## src/design/drc_pkg.sv

```systemverilog
/*
  Package for the dimming reference and current trim control block.
  Holds register offsets, field positions, reset values, timing counts and carrier types.
  Assumes a 250 MHz core clock and an AXI4-Lite master with 32-bit data.
*/
// Behaviour
// Override clear and failsafe low: reference comes from the 8-bit dim level value.
// Override set: reference is the lower of set-pin level and dim level value.
// Host programs dim level 240 for full-range set-pin dimming under override.
// Failsafe state is held only while failsafe request input is high.
// Switching needs brightness gate and enable/uvlo high, also in failsafe state.
// In failsafe or with override set, dimming follows the set pin.
// Entering failsafe runs fast discharge to short threshold with default discharge delay.
// After discharge, regulate at set-pin level only if brightness gate is high.
// Host keeps output current zero during trim: gate low, load disconnected.
// Host sets trim enable, then trim start, quickly.
// Trim routine runs about 200 us, then raises trim done flag.
// Trim enable high: routine result is applied and read back.
// Trim enable low: host value applied and read back; starts ignored.
// Host repeats trim periodically or loads a stored result.
// Gate drivers off when internal or external gate supply is undervoltage.
// In failsafe, internal gate supply undervoltage is ignored.
// Main gate drivers follow the brightness gate input.
// Accepted trim start clears trim done flag.
// Trim start ignored while routine runs; one done flag per accepted start.
package drc_pkg;
  // ----------------------------------------
  // Register map
  // ----------------------------------------
  localparam logic [7:0] DIM_LEVEL_OFS   = 8'h00;
  localparam logic [7:0] DEV_CTRL_OFS    = 8'h04;
  localparam logic [7:0] TRIM_CTRL_OFS   = 8'h08;
  localparam logic [7:0] TRIM_VALUE_OFS  = 8'h0C;
  localparam logic [7:0] STATUS_OFS      = 8'h10;
  localparam logic [7:0] IRQ_STAT_OFS    = 8'h14;
  localparam logic [7:0] IRQ_CLR_OFS     = 8'h18;
  localparam logic [7:0] IRQ_EN_OFS      = 8'h1C;

  // ----------------------------------------
  // Fields and reset values
  // ----------------------------------------
  localparam int          CTRL_OVERRIDE_BIT = 0;
  localparam int          CTRL_TRIM_EN_BIT  = 1;
  localparam int          TRIM_START_BIT    = 0;
  localparam int          TRIM_DONE_BIT     = 1;
  localparam int          TRIM_W            = 8;
  localparam logic [7:0]  DIM_LEVEL_RST     = 8'h00;
  localparam logic [7:0]  TRIM_VALUE_RST    = 8'h00;
  localparam logic [7:0]  DISCH_DELAY_DFLT  = 8'h03;
  localparam int          IRQ_W             = 3;
  localparam int          IRQ_TRIM_DONE     = 0;
  localparam int          IRQ_FAILSAFE      = 1;
  localparam int          IRQ_UV            = 2;

  // ----------------------------------------
  // Timing
  // ----------------------------------------
  localparam int CLK_MHZ        = 250;
  localparam int TRIM_TIME_US   = 200;
  localparam int TRIM_CYCLES    = TRIM_TIME_US * CLK_MHZ;

  // ----------------------------------------
  // Types
  // ----------------------------------------
  typedef enum logic [1:0] {ST_NORMAL, ST_DISCHARGE, ST_FAILSAFE} drc_mode_e;

  typedef struct packed {
    logic [7:0] set_level;
    logic       brightness_gate;
    logic       enable_uvlo;
    logic       gate_supply_internal_ok;
    logic       gate_supply_external_ok;
    logic       failsafe_request;
    logic       short_reached;
  } drc_sense_s;

  typedef struct packed {
    logic [7:0] reference;
    logic [7:0] trim_applied;
    logic [7:0] discharge_delay;
    logic       set_pin_dimming;
    logic       discharge;
    logic       switch_enable;
    logic       gate_enable;
  } drc_drive_s;
endpackage

```

## src/design/drc_top.sv

```systemverilog
/*
  Dimming reference selection, failsafe discharge sequence and current trim handshake.
  Assumes synchronous inputs from comparators and an analog trim engine result input.
*/
// The implementer's own choices: the register offsets and register access over AXI4-Lite.
`timescale 1ns/1ps
module drc_top
  import drc_pkg::*;
#(
  parameter int TRIM_COUNT = TRIM_CYCLES
) (
  // Clock and reset
  input  wire logic        REF_CLK_I,
  input  wire logic        NRST_I,
  // AXI4-Lite write
  input  wire logic [7:0]  S_AWADDR_I,
  input  wire logic        S_AWVALID_I,
  output logic             S_AWREADY_O,
  input  wire logic [31:0] S_WDATA_I,
  input  wire logic [3:0]  S_WSTRB_I,
  input  wire logic        S_WVALID_I,
  output logic             S_WREADY_O,
  output logic [1:0]       S_BRESP_O,
  output logic             S_BVALID_O,
  input  wire logic        S_BREADY_I,
  // AXI4-Lite read
  input  wire logic [7:0]  S_ARADDR_I,
  input  wire logic        S_ARVALID_I,
  output logic             S_ARREADY_O,
  output logic [31:0]      S_RDATA_O,
  output logic [1:0]       S_RRESP_O,
  output logic             S_RVALID_O,
  input  wire logic        S_RREADY_I,
  // Analog side
  input  wire drc_sense_s  SENSE_I,
  input  wire logic [7:0]  TRIM_RESULT_I,
  output drc_drive_s       DRIVE_O,
  // Interrupt
  output logic             IRQ_O
);

  // ----------------------------------------
  // Registers
  // ----------------------------------------
  logic [7:0]       dim_level_reg;
  logic [1:0]       device_control_reg;
  logic [7:0]       trim_value_reg;
  logic             trim_done_reg;
  logic             trim_busy_reg;
  logic [31:0]      trim_cnt_reg;
  logic [7:0]       trim_result_reg;
  logic [IRQ_W-1:0] irq_stat_reg;
  logic [IRQ_W-1:0] irq_en_reg;
  drc_mode_e        mode_reg;
  drc_drive_s       drive_reg;
  logic             aw_held_reg;
  logic             w_held_reg;
  logic [7:0]       aw_addr_reg;
  logic [31:0]      w_data_reg;
  logic [3:0]       w_strb_reg;
  logic             bvalid_reg;
  logic [1:0]       bresp_reg;
  logic             rvalid_reg;
  logic [31:0]      rdata_reg;
  logic [1:0]       rresp_reg;

  logic             wr_fire;
  logic             trim_start_req;
  logic             trim_accept;
  logic             trim_finish;
  logic             uv_off;
  logic             failsafe_in;
  logic [IRQ_W-1:0] irq_events;
  logic [IRQ_W-1:0] irq_clr;
  logic             trim_enable;
  logic             override;

  function automatic logic mapped(input logic [7:0] a);
    return (a[1:0] == 2'b00) && (a <= IRQ_EN_OFS);
  endfunction

  // ----------------------------------------
  // AXI4-Lite write channel
  // ----------------------------------------
  assign S_AWREADY_O = !aw_held_reg && !bvalid_reg;
  assign S_WREADY_O  = !w_held_reg && !bvalid_reg;
  assign S_BVALID_O  = bvalid_reg;
  assign S_BRESP_O   = bresp_reg;
  assign wr_fire     = aw_held_reg && w_held_reg && !bvalid_reg;

  always_ff @(posedge REF_CLK_I) begin
    if (!NRST_I) begin
      aw_held_reg <= 1'b0;
      w_held_reg  <= 1'b0;
      aw_addr_reg <= 8'h00;
      w_data_reg  <= 32'h0000_0000;
      w_strb_reg  <= 4'h0;
      bvalid_reg  <= 1'b0;
      bresp_reg   <= 2'b00;
    end else begin
      if (S_AWVALID_I && S_AWREADY_O) begin
        aw_held_reg <= 1'b1;
        aw_addr_reg <= S_AWADDR_I;
      end
      if (S_WVALID_I && S_WREADY_O) begin
        w_held_reg <= 1'b1;
        w_data_reg <= S_WDATA_I;
        w_strb_reg <= S_WSTRB_I;
      end
      if (wr_fire) begin
        aw_held_reg <= 1'b0;
        w_held_reg  <= 1'b0;
        bvalid_reg  <= 1'b1;
        bresp_reg   <= mapped(aw_addr_reg) ? 2'b00 : 2'b10;
      end else if (bvalid_reg && S_BREADY_I) begin
        bvalid_reg <= 1'b0;
      end
    end
  end

  // ----------------------------------------
  // Software registers
  // ----------------------------------------
  always_ff @(posedge REF_CLK_I) begin
    if (!NRST_I) begin
      dim_level_reg      <= DIM_LEVEL_RST;
      device_control_reg <= 2'b00;
      trim_value_reg     <= TRIM_VALUE_RST;
      irq_en_reg         <= '0;
    end else if (wr_fire && w_strb_reg[0]) begin
      unique case (aw_addr_reg)
        DIM_LEVEL_OFS:  dim_level_reg      <= w_data_reg[7:0];
        DEV_CTRL_OFS:   device_control_reg <= w_data_reg[1:0];
        TRIM_VALUE_OFS: trim_value_reg     <= w_data_reg[7:0];
        IRQ_EN_OFS:     irq_en_reg         <= w_data_reg[IRQ_W-1:0];
        default: ;
      endcase
    end
  end

  assign override    = device_control_reg[CTRL_OVERRIDE_BIT];
  assign trim_enable = device_control_reg[CTRL_TRIM_EN_BIT];

  // ----------------------------------------
  // Trim routine
  // ----------------------------------------
  assign trim_start_req = wr_fire && w_strb_reg[0] && (aw_addr_reg == TRIM_CTRL_OFS)
                          && w_data_reg[TRIM_START_BIT];
  // Start needs trim enable and no routine running
  assign trim_accept = trim_start_req && trim_enable && !trim_busy_reg;
  assign trim_finish = trim_busy_reg && (trim_cnt_reg == 32'h0000_0001);

  always_ff @(posedge REF_CLK_I) begin
    if (!NRST_I) begin
      trim_busy_reg   <= 1'b0;
      trim_cnt_reg    <= 32'h0000_0000;
      trim_done_reg   <= 1'b0;
      trim_result_reg <= TRIM_VALUE_RST;
    end else begin
      if (trim_accept) begin
        trim_busy_reg <= 1'b1;
        trim_cnt_reg  <= 32'(TRIM_COUNT);
        trim_done_reg <= 1'b0;
      end else if (trim_finish) begin
        trim_busy_reg   <= 1'b0;
        trim_cnt_reg    <= 32'h0000_0000;
        trim_done_reg   <= 1'b1;
        trim_result_reg <= TRIM_RESULT_I;
      end else if (trim_busy_reg) begin
        trim_cnt_reg <= trim_cnt_reg - 32'h0000_0001;
      end
    end
  end

  // ----------------------------------------
  // Failsafe sequence
  // ----------------------------------------
  assign failsafe_in = SENSE_I.failsafe_request;

  always_ff @(posedge REF_CLK_I) begin
    if (!NRST_I) begin
      mode_reg <= ST_NORMAL;
    end else begin
      unique case (mode_reg)
        ST_NORMAL:    if (failsafe_in) mode_reg <= ST_DISCHARGE;
        ST_DISCHARGE: begin
          if (!failsafe_in) begin
            mode_reg <= ST_NORMAL;
          end else if (SENSE_I.short_reached) begin
            mode_reg <= ST_FAILSAFE;
          end
        end
        ST_FAILSAFE:  if (!failsafe_in) mode_reg <= ST_NORMAL;
      endcase
    end
  end

  // ----------------------------------------
  // Reference and gate drive
  // ----------------------------------------
  // Internal supply monitor is masked whenever mode_reg has left ST_NORMAL
  assign uv_off = !SENSE_I.gate_supply_external_ok
                  || (!SENSE_I.gate_supply_internal_ok && mode_reg == ST_NORMAL);

  always_ff @(posedge REF_CLK_I) begin
    if (!NRST_I) begin
      drive_reg <= '0;
    end else begin
      drive_reg.discharge_delay <= DISCH_DELAY_DFLT;
      drive_reg.discharge       <= (mode_reg == ST_DISCHARGE);
      drive_reg.set_pin_dimming <= override || (mode_reg != ST_NORMAL);
      if (mode_reg != ST_NORMAL) begin
        drive_reg.reference <= SENSE_I.set_level;
      end else if (override) begin
        drive_reg.reference <= (SENSE_I.set_level < dim_level_reg) ?
                               SENSE_I.set_level : dim_level_reg;
      end else begin
        drive_reg.reference <= dim_level_reg;
      end
      drive_reg.trim_applied <= trim_enable ? trim_result_reg : trim_value_reg;
      drive_reg.gate_enable  <= SENSE_I.brightness_gate && !uv_off;
      // Regulation during failsafe waits for the discharge to finish
      drive_reg.switch_enable <= SENSE_I.brightness_gate && SENSE_I.enable_uvlo && !uv_off
                                 && (mode_reg != ST_DISCHARGE);
    end
  end

  assign DRIVE_O = drive_reg;

  // ----------------------------------------
  // Interrupts
  // ----------------------------------------
  assign irq_events = {uv_off, (mode_reg == ST_DISCHARGE) && SENSE_I.short_reached,
                       trim_finish};
  assign irq_clr    = (wr_fire && w_strb_reg[0] && aw_addr_reg == IRQ_CLR_OFS) ?
                      w_data_reg[IRQ_W-1:0] : '0;

  always_ff @(posedge REF_CLK_I) begin
    if (!NRST_I) begin
      irq_stat_reg <= '0;
    end else begin
      // Set wins over a clear in the same cycle
      irq_stat_reg <= (irq_stat_reg & ~irq_clr) | irq_events;
    end
  end

  assign IRQ_O = |(irq_stat_reg & irq_en_reg);

  // ----------------------------------------
  // AXI4-Lite read channel
  // ----------------------------------------
  assign S_ARREADY_O = !rvalid_reg;
  assign S_RVALID_O  = rvalid_reg;
  assign S_RDATA_O   = rdata_reg;
  assign S_RRESP_O   = rresp_reg;

  always_ff @(posedge REF_CLK_I) begin
    if (!NRST_I) begin
      rvalid_reg <= 1'b0;
      rdata_reg  <= 32'h0000_0000;
      rresp_reg  <= 2'b00;
    end else if (S_ARVALID_I && S_ARREADY_O) begin
      rvalid_reg <= 1'b1;
      rresp_reg  <= mapped(S_ARADDR_I) ? 2'b00 : 2'b10;
      unique case (S_ARADDR_I)
        DIM_LEVEL_OFS:  rdata_reg <= {24'h00_0000, dim_level_reg};
        DEV_CTRL_OFS:   rdata_reg <= {30'h0000_0000, device_control_reg};
        TRIM_CTRL_OFS:  rdata_reg <= {30'h0000_0000, trim_done_reg, trim_busy_reg};
        TRIM_VALUE_OFS: rdata_reg <= {24'h00_0000,
                                      trim_enable ? trim_result_reg : trim_value_reg};
        STATUS_OFS:     rdata_reg <= {29'h0000_0000, uv_off, 2'(mode_reg)};
        IRQ_STAT_OFS:   rdata_reg <= {29'h0000_0000, irq_stat_reg};
        IRQ_EN_OFS:     rdata_reg <= {29'h0000_0000, irq_en_reg};
        default:        rdata_reg <= 32'h0000_0000;
      endcase
    end else if (rvalid_reg && S_RREADY_I) begin
      rvalid_reg <= 1'b0;
    end
  end

endmodule

```

## config.mk

```make
export PLATFORM = sky130hd
export DESIGN_NAME = drc_top
export DESIGN_NICKNAME = d
export VERILOG_FILES = /design/src/design/drc_pkg.sv /design/src/design/drc_top.sv
export SDC_FILE = /design/constraint.sdc
export NUM_CORES = 1
export LEC_CHECK = 0
export ABC_CLOCK_PERIOD_IN_PS = 2100
export BUFFER_PORTS_ARGS = -buffer_cell sky130_fd_sc_hd__buf_2
export CAP_MARGIN = 25
export CELL_PAD_IN_SITES_DETAIL_PLACEMENT = 0
export CELL_PAD_IN_SITES_GLOBAL_PLACEMENT = 1
export CORE_MARGIN = 2
export CORE_UTILIZATION = 35
export CTS_BUF_LIST = sky130_fd_sc_hd__clkbuf_4 sky130_fd_sc_hd__clkbuf_8
export CTS_CLUSTER_SIZE = 30
export DETAILED_ROUTE_END_ITERATION = 16
export PLACE_DENSITY_LB_ADDON = 0.1
export SLEW_MARGIN = 20
export SYNTH_ARGS = -nofsm -noshare
export SYNTH_HDL_FRONTEND = slang
export SYNTH_SLANG_ARGS = --single-unit
export TNS_END_PERCENT = 50
```

## constraint.sdc

```tcl
create_clock -name REF_CLK_I -period 2.1 [get_ports REF_CLK_I]
set_input_delay 0.315 -clock REF_CLK_I [delete_from_list [all_inputs] [get_ports REF_CLK_I]]
set_output_delay 0.315 -clock REF_CLK_I [all_outputs]
set_load 0.005 [all_outputs]
```

## Yosys cells after proc, flatten, opt, wreduce, memory -nomap -nowiden

Cells that the tools add are included.

- Bitwise operators: 6
- $mul: 0
- Equality and inequality tests: 18
- Div/mod/pow operators: 0
- $lt $le $gt $ge: 3
- Reductions and logical operators: 54
- Shifts and indexed selects: 0
- Mux-type cells: 23
- Add/subtract/negate cells: 1

Operator list:

| cell | count |
|---|---|
| case mux 8 bit (7 select lines) | 1 |
| two-way mux 16 bit | 3 |
| equality test 8 x 5 -> 1 bit (second input constant) | 5 |
| equality test 32 x 1 -> 1 bit (second input constant) | 1 |
| equality test 8 x 4 -> 1 bit (second input constant) | 4 |
| two-way mux 8 bit | 4 |
| subtractor 32 x 1 -> 32 bit (second input constant) | 1 |
| logical AND 1 bit | 24 |
| equality test 8 x 3 -> 1 bit (second input constant) | 2 |
| <= comparator 8 x 5 -> 1 bit (second input constant) | 2 |
| zero test 8 bit | 2 |
| two-way mux 2 bit | 6 |
| AND reduction 2 bit | 5 |
| zero test 1 bit | 8 |
| < comparator 8 bit | 1 |
| nonzero test 2 bit | 4 |
| AND 3 bit | 2 |
| zero test 2 bit | 3 |
| two-way mux 1 bit | 6 |
| two-way mux 6 bit | 1 |
| case mux 2 bit (3 select lines) | 1 |
| OR reduction 3 bit | 2 |
| inequality test 2 bit (second input constant) | 2 |
| OR reduction 2 bit | 2 |
| other kinds (11) | 13 |

- Logic and storage cells: 133
- Memories: 0
- RAM bits: 0
- Bits in latches: 0
- Bits of input ports: 81
- Bits in read-only memories: 0
- Register bits after elaboration: 153
- Output and inout bits: 70

## Logic depth before layout (Yosys ltp)

- Word-level depth: 9
- Mapped depth: 9
- Gate-level depth less buffers: 7

## Worst setup path before layout

No wires, ideal clock.

- Path kind: register -> register
- Start point: reg trim_cnt_reg[8]
- End point: reg trim_cnt_reg[10]
- Arrival time: 1.941 ns
- Buffers on the path: 2
- Data required time: 1.983 ns
- Slack: 0.042 ns
- Stages on the path, launching flop included: 8
- Path through: dfxtp_1 -> or4_4 -> nor4_4 -> and3_1 -> or3_1 -> buf_2 -> buf_2 -> nor2_1

- Word-level cells in the longest chain between the ends: 3
- Elaborated cells between the ends (all ways): 4
- Classes of those cells: add/sub (1); eq/ne (1); reduce/logical (2)

Ends and longest elaborated chain:

| element | RTL line | source |
|---|---|---|
| from (decl) | drc_top.sv:50 | `logic [31:0] trim_cnt_reg;` |
| from (signal assigned) | drc_top.sv:162 | `trim_cnt_reg <= 32'(TRIM_COUNT);` |
| from (signal assigned) | drc_top.sv:170 | `trim_cnt_reg <= trim_cnt_reg - 32'h0000_0001;` |
| branches (longest 3 deep; another with subtractor 32 x 1 -> 32 bit) | n/a |  |

Several ways; the timed one is not identified.
A chain may end at the register's enable or synchronous reset.

## Worst setup path after layout

- Start point: reg trim_cnt_reg[9]
- End point: reg trim_cnt_reg[1]

- Word-level cells in the longest chain between the ends: 3

Ends and longest elaborated chain:

| element | RTL line | source |
|---|---|---|
| equality test 32 x 1 -> 1 bit | drc_top.sv:151 | `assign trim_finish = trim_busy_reg && (trim_cnt_reg == 32'h0000_0001);` |
| logical AND 1 bit | drc_top.sv:151 |  |
| OR reduction 3 bit (no source line) | n/a |  |

Every way passes these cells.

==> flow_summary.toml <==
[routing]
drc = 0
via_count = 4619
routed_wl_mm = 13.7
post_drt_wl_per_cell_um = 13.9
firstDrtPassIters = 5
antenna_left = 0
vias_per_cell = 4.69
drt-initial-drc-count = 251

[clock_network]
cts_sinks = 120
hold_buffers = 0
htree_levels = 4
clock_latency_ns = 0.43
max-clock-path-buffers = 2
cts_tree = "yes"
cts_made_buffers = 17
path_clk_slew_ns = 0.07
clockRootBuffer = "clkbuf_8"

[power_and_ir_drop]
p_leak_nw = 2.91
ir_worst_vdd_mv = 0.369
finalPower_mw = 5.22
pwr_density_cell_nw_per_um2 = 759

[sta]
max-slew-margin-rel_pct = 59.1
fin_crit_sh_pct = 96.5
worst_pin_slew_ns = 0.613
rsz0062_at_grt = "yes"
fmax_mhz = 494
slew_viol_final = 0
fin_crit_ns = 2.03
fin_ws_ns = 0.0737
clock-skew-final_ns = 0.00834
setup_viol = 0
hold_viol = 0
finalSetupTns_ns = 0
holdWs_ns = 0.0663

[grt]
grt_pass1_wl_mm = 21.8
grt_pass1_vias = 4342
track_usage_pct = 16.7
grt_start_max_net_pins = 56
grt_antenna_before_repair = 0
overflow = 0

[die]
row_count = 45
ios = 151
die_area_sq_um = 16800
start_util_pct = 36.1
die_x_um = 130
core-area_sq_um = 15300
die_h_um = 130

[status]
status = "complete, no violations"

[hold_path]
hp-class = "input pin to flop"

[synth]
yosysTopAreaCell = "dfxtp_1"
avgSynthCellArea_sq_um = 8.68
synth_edf_count = 0
synthTopCellsByCount = "dfxtp_1 (120), nand2_1 (94), nor2_1 (71)"
synth_cells = 637
synthAdderAreaFrac_pct = 2.72
synth_area_leaders = "dfxtp_1 (43%), mux2i_1 (6.9%), nand2_1 (6.4%)"
synth-simple-area-share_pct = 24.2
synth_top_family_by_area = "simple AND/OR/NAND/NOR gates"
ys_ff_latch = 120
synthMuxAreaShare_pct = 7.70
synth_compound_gate_area_share_pct = 10.0
yosysMostFrequentCell = "dfxtp_1"
ys.warnings.count = 0
async_reset_ff_share_pct = 0
yosys.cell_types.count = 62
synth_top_area_share_pct = 43.5
synth_seq_area_share_pct = 43.5
ys.flop_type = "dfxtp_1"
syn_area_sq_um = 5530
synth_xor_area_share_pct = 3.80

[setup_path]
cp.arrival_ns = 2.33
critPathRequiredTime_ns = 2.41
crit_path_start_kind = "flop"
worst_setup_path_end_kind = "flop"
crit_type = "flop to flop"
cp_max_fo = 25

[flow_run]
cap_viol_max_count = 0

[placement]
dp_hpwl_mm = 10.0
place_area_sq_um = 6320
gp_congestion = 0.789
dp_slack_ns = 0.0363
io_buffers = 91

[final_layout]
area_delta_synth_final_pct = 24.5
seqCellArea_sq_um = 2400
largest_register_ffs = 32
antenna_cells = 0
finalInstanceArea_sq_um = 6880
drive_above_1_share_pct = 24.6
num-fill-cells = 1574
multiInputGateArea_sq_um = 2860
fin_nets = 853
[layer usage]
metal  global-route usage (%)  share of wire (%)  wire (um)
met1                     23.7                 50       6880
met2                     25.0                 43       5890
met3                     4.54                5.7        782
met4                     4.55               0.82        112
met5                        0                  0          0
[report_power, final]
| group | total [mW] | switching (mW) | internal, mW |
|---|---|---|---|
| Clock | 2.48 | 0.905 | 1.58 |
| Combinational | 0.367 | 0.218 | 0.149 |
| Sequential | 2.37 | 0.0455 | 2.33 |
[final timing paths]
path         depth (start not counted)  slack (ns)            start              end
max                                  7        0.07  trim_cnt_reg[9]  trim_cnt_reg[1]
min                                  2        0.07       S_RREADY_I       S_RVALID_O
max reg2reg                          7        0.07  trim_cnt_reg[9]  trim_cnt_reg[1]
min reg2reg                          2        0.45   aw_addr_reg[0]   aw_addr_reg[0]
[kinds of logic after synthesis]
kind of cell | Yosys count
muxes | 41
other | 1
buffers and inverters | 83
xor gates and xnor gates | 24
adders and majority gates | 12
AOI/OAI and AO/OA | 89
DFF | 120
and+or+nand+nor | 267
[metrics by stage]
stage | util [%] | cells
floorplan | - | 668
global placement | 41.3 | 948
detailed placement | 41.3 | 948
CTS | 44.4 | 980
global route | 44.9 | 984
finish | 44.9 | 984
[placed cells by master (no fill, tap or decap), drive strengths merged, types with 3 or more instances in the layout]
| cell | count |
|---|---|
| a211oi | 6 |
| a21oi | 38 |
| a31oi | 4 |
| and2 | 12 |
| and3 | 4 |
| buf | 130 |
| bufinv | 5 |
| clkbuf | 24 |
| clkinv | 4 |
| conb | 32 |
| dfxtp | 120 |
| ha | 12 |
| inv | 25 |
| mux2i | 38 |
| nand2 | 94 |
| nand2b | 6 |
| nand3 | 18 |
| nand4 | 7 |
| nand4b | 3 |
| nor2 | 71 |
| nor3 | 12 |
| nor4 | 8 |
| nor4b | 4 |
| o21ai | 19 |
| o41a | 5 |
| or2 | 4 |
| or3 | 7 |
| or4 | 6 |
| xnor2 | 14 |
| xor2 | 10 |
[layout make-up]
type | instances | area share (%)
inverter | 26 | 1.42
tap | 211 | 3.84
timing repair buffer | 130 | 11.4
clock buffer | 24 | 4.53
sequential | 120 | 34.9
multi-input combinational | 465 | 41.5
clock inverter | 8 | 2.40
[repair_timing]
| action | CTS | global route |
|---|---|---|
| setup endpoints to repair | 0 | 57 |
| buffers inserted | 0 | 4 |
| gates resized for setup | 0 | 13 |
[critical path, cell delays in order, from the launching register on]
cell and delay (ns):
dfxtp_2 0.34, or4_4 0.58, buf_4 0.17, nor4_4 0.16, and3_4 0.25, or3_1 0.15, buf_12 0.18, a211oi_1 0.07
Note: power is estimated with default switching activity, not from simulation.
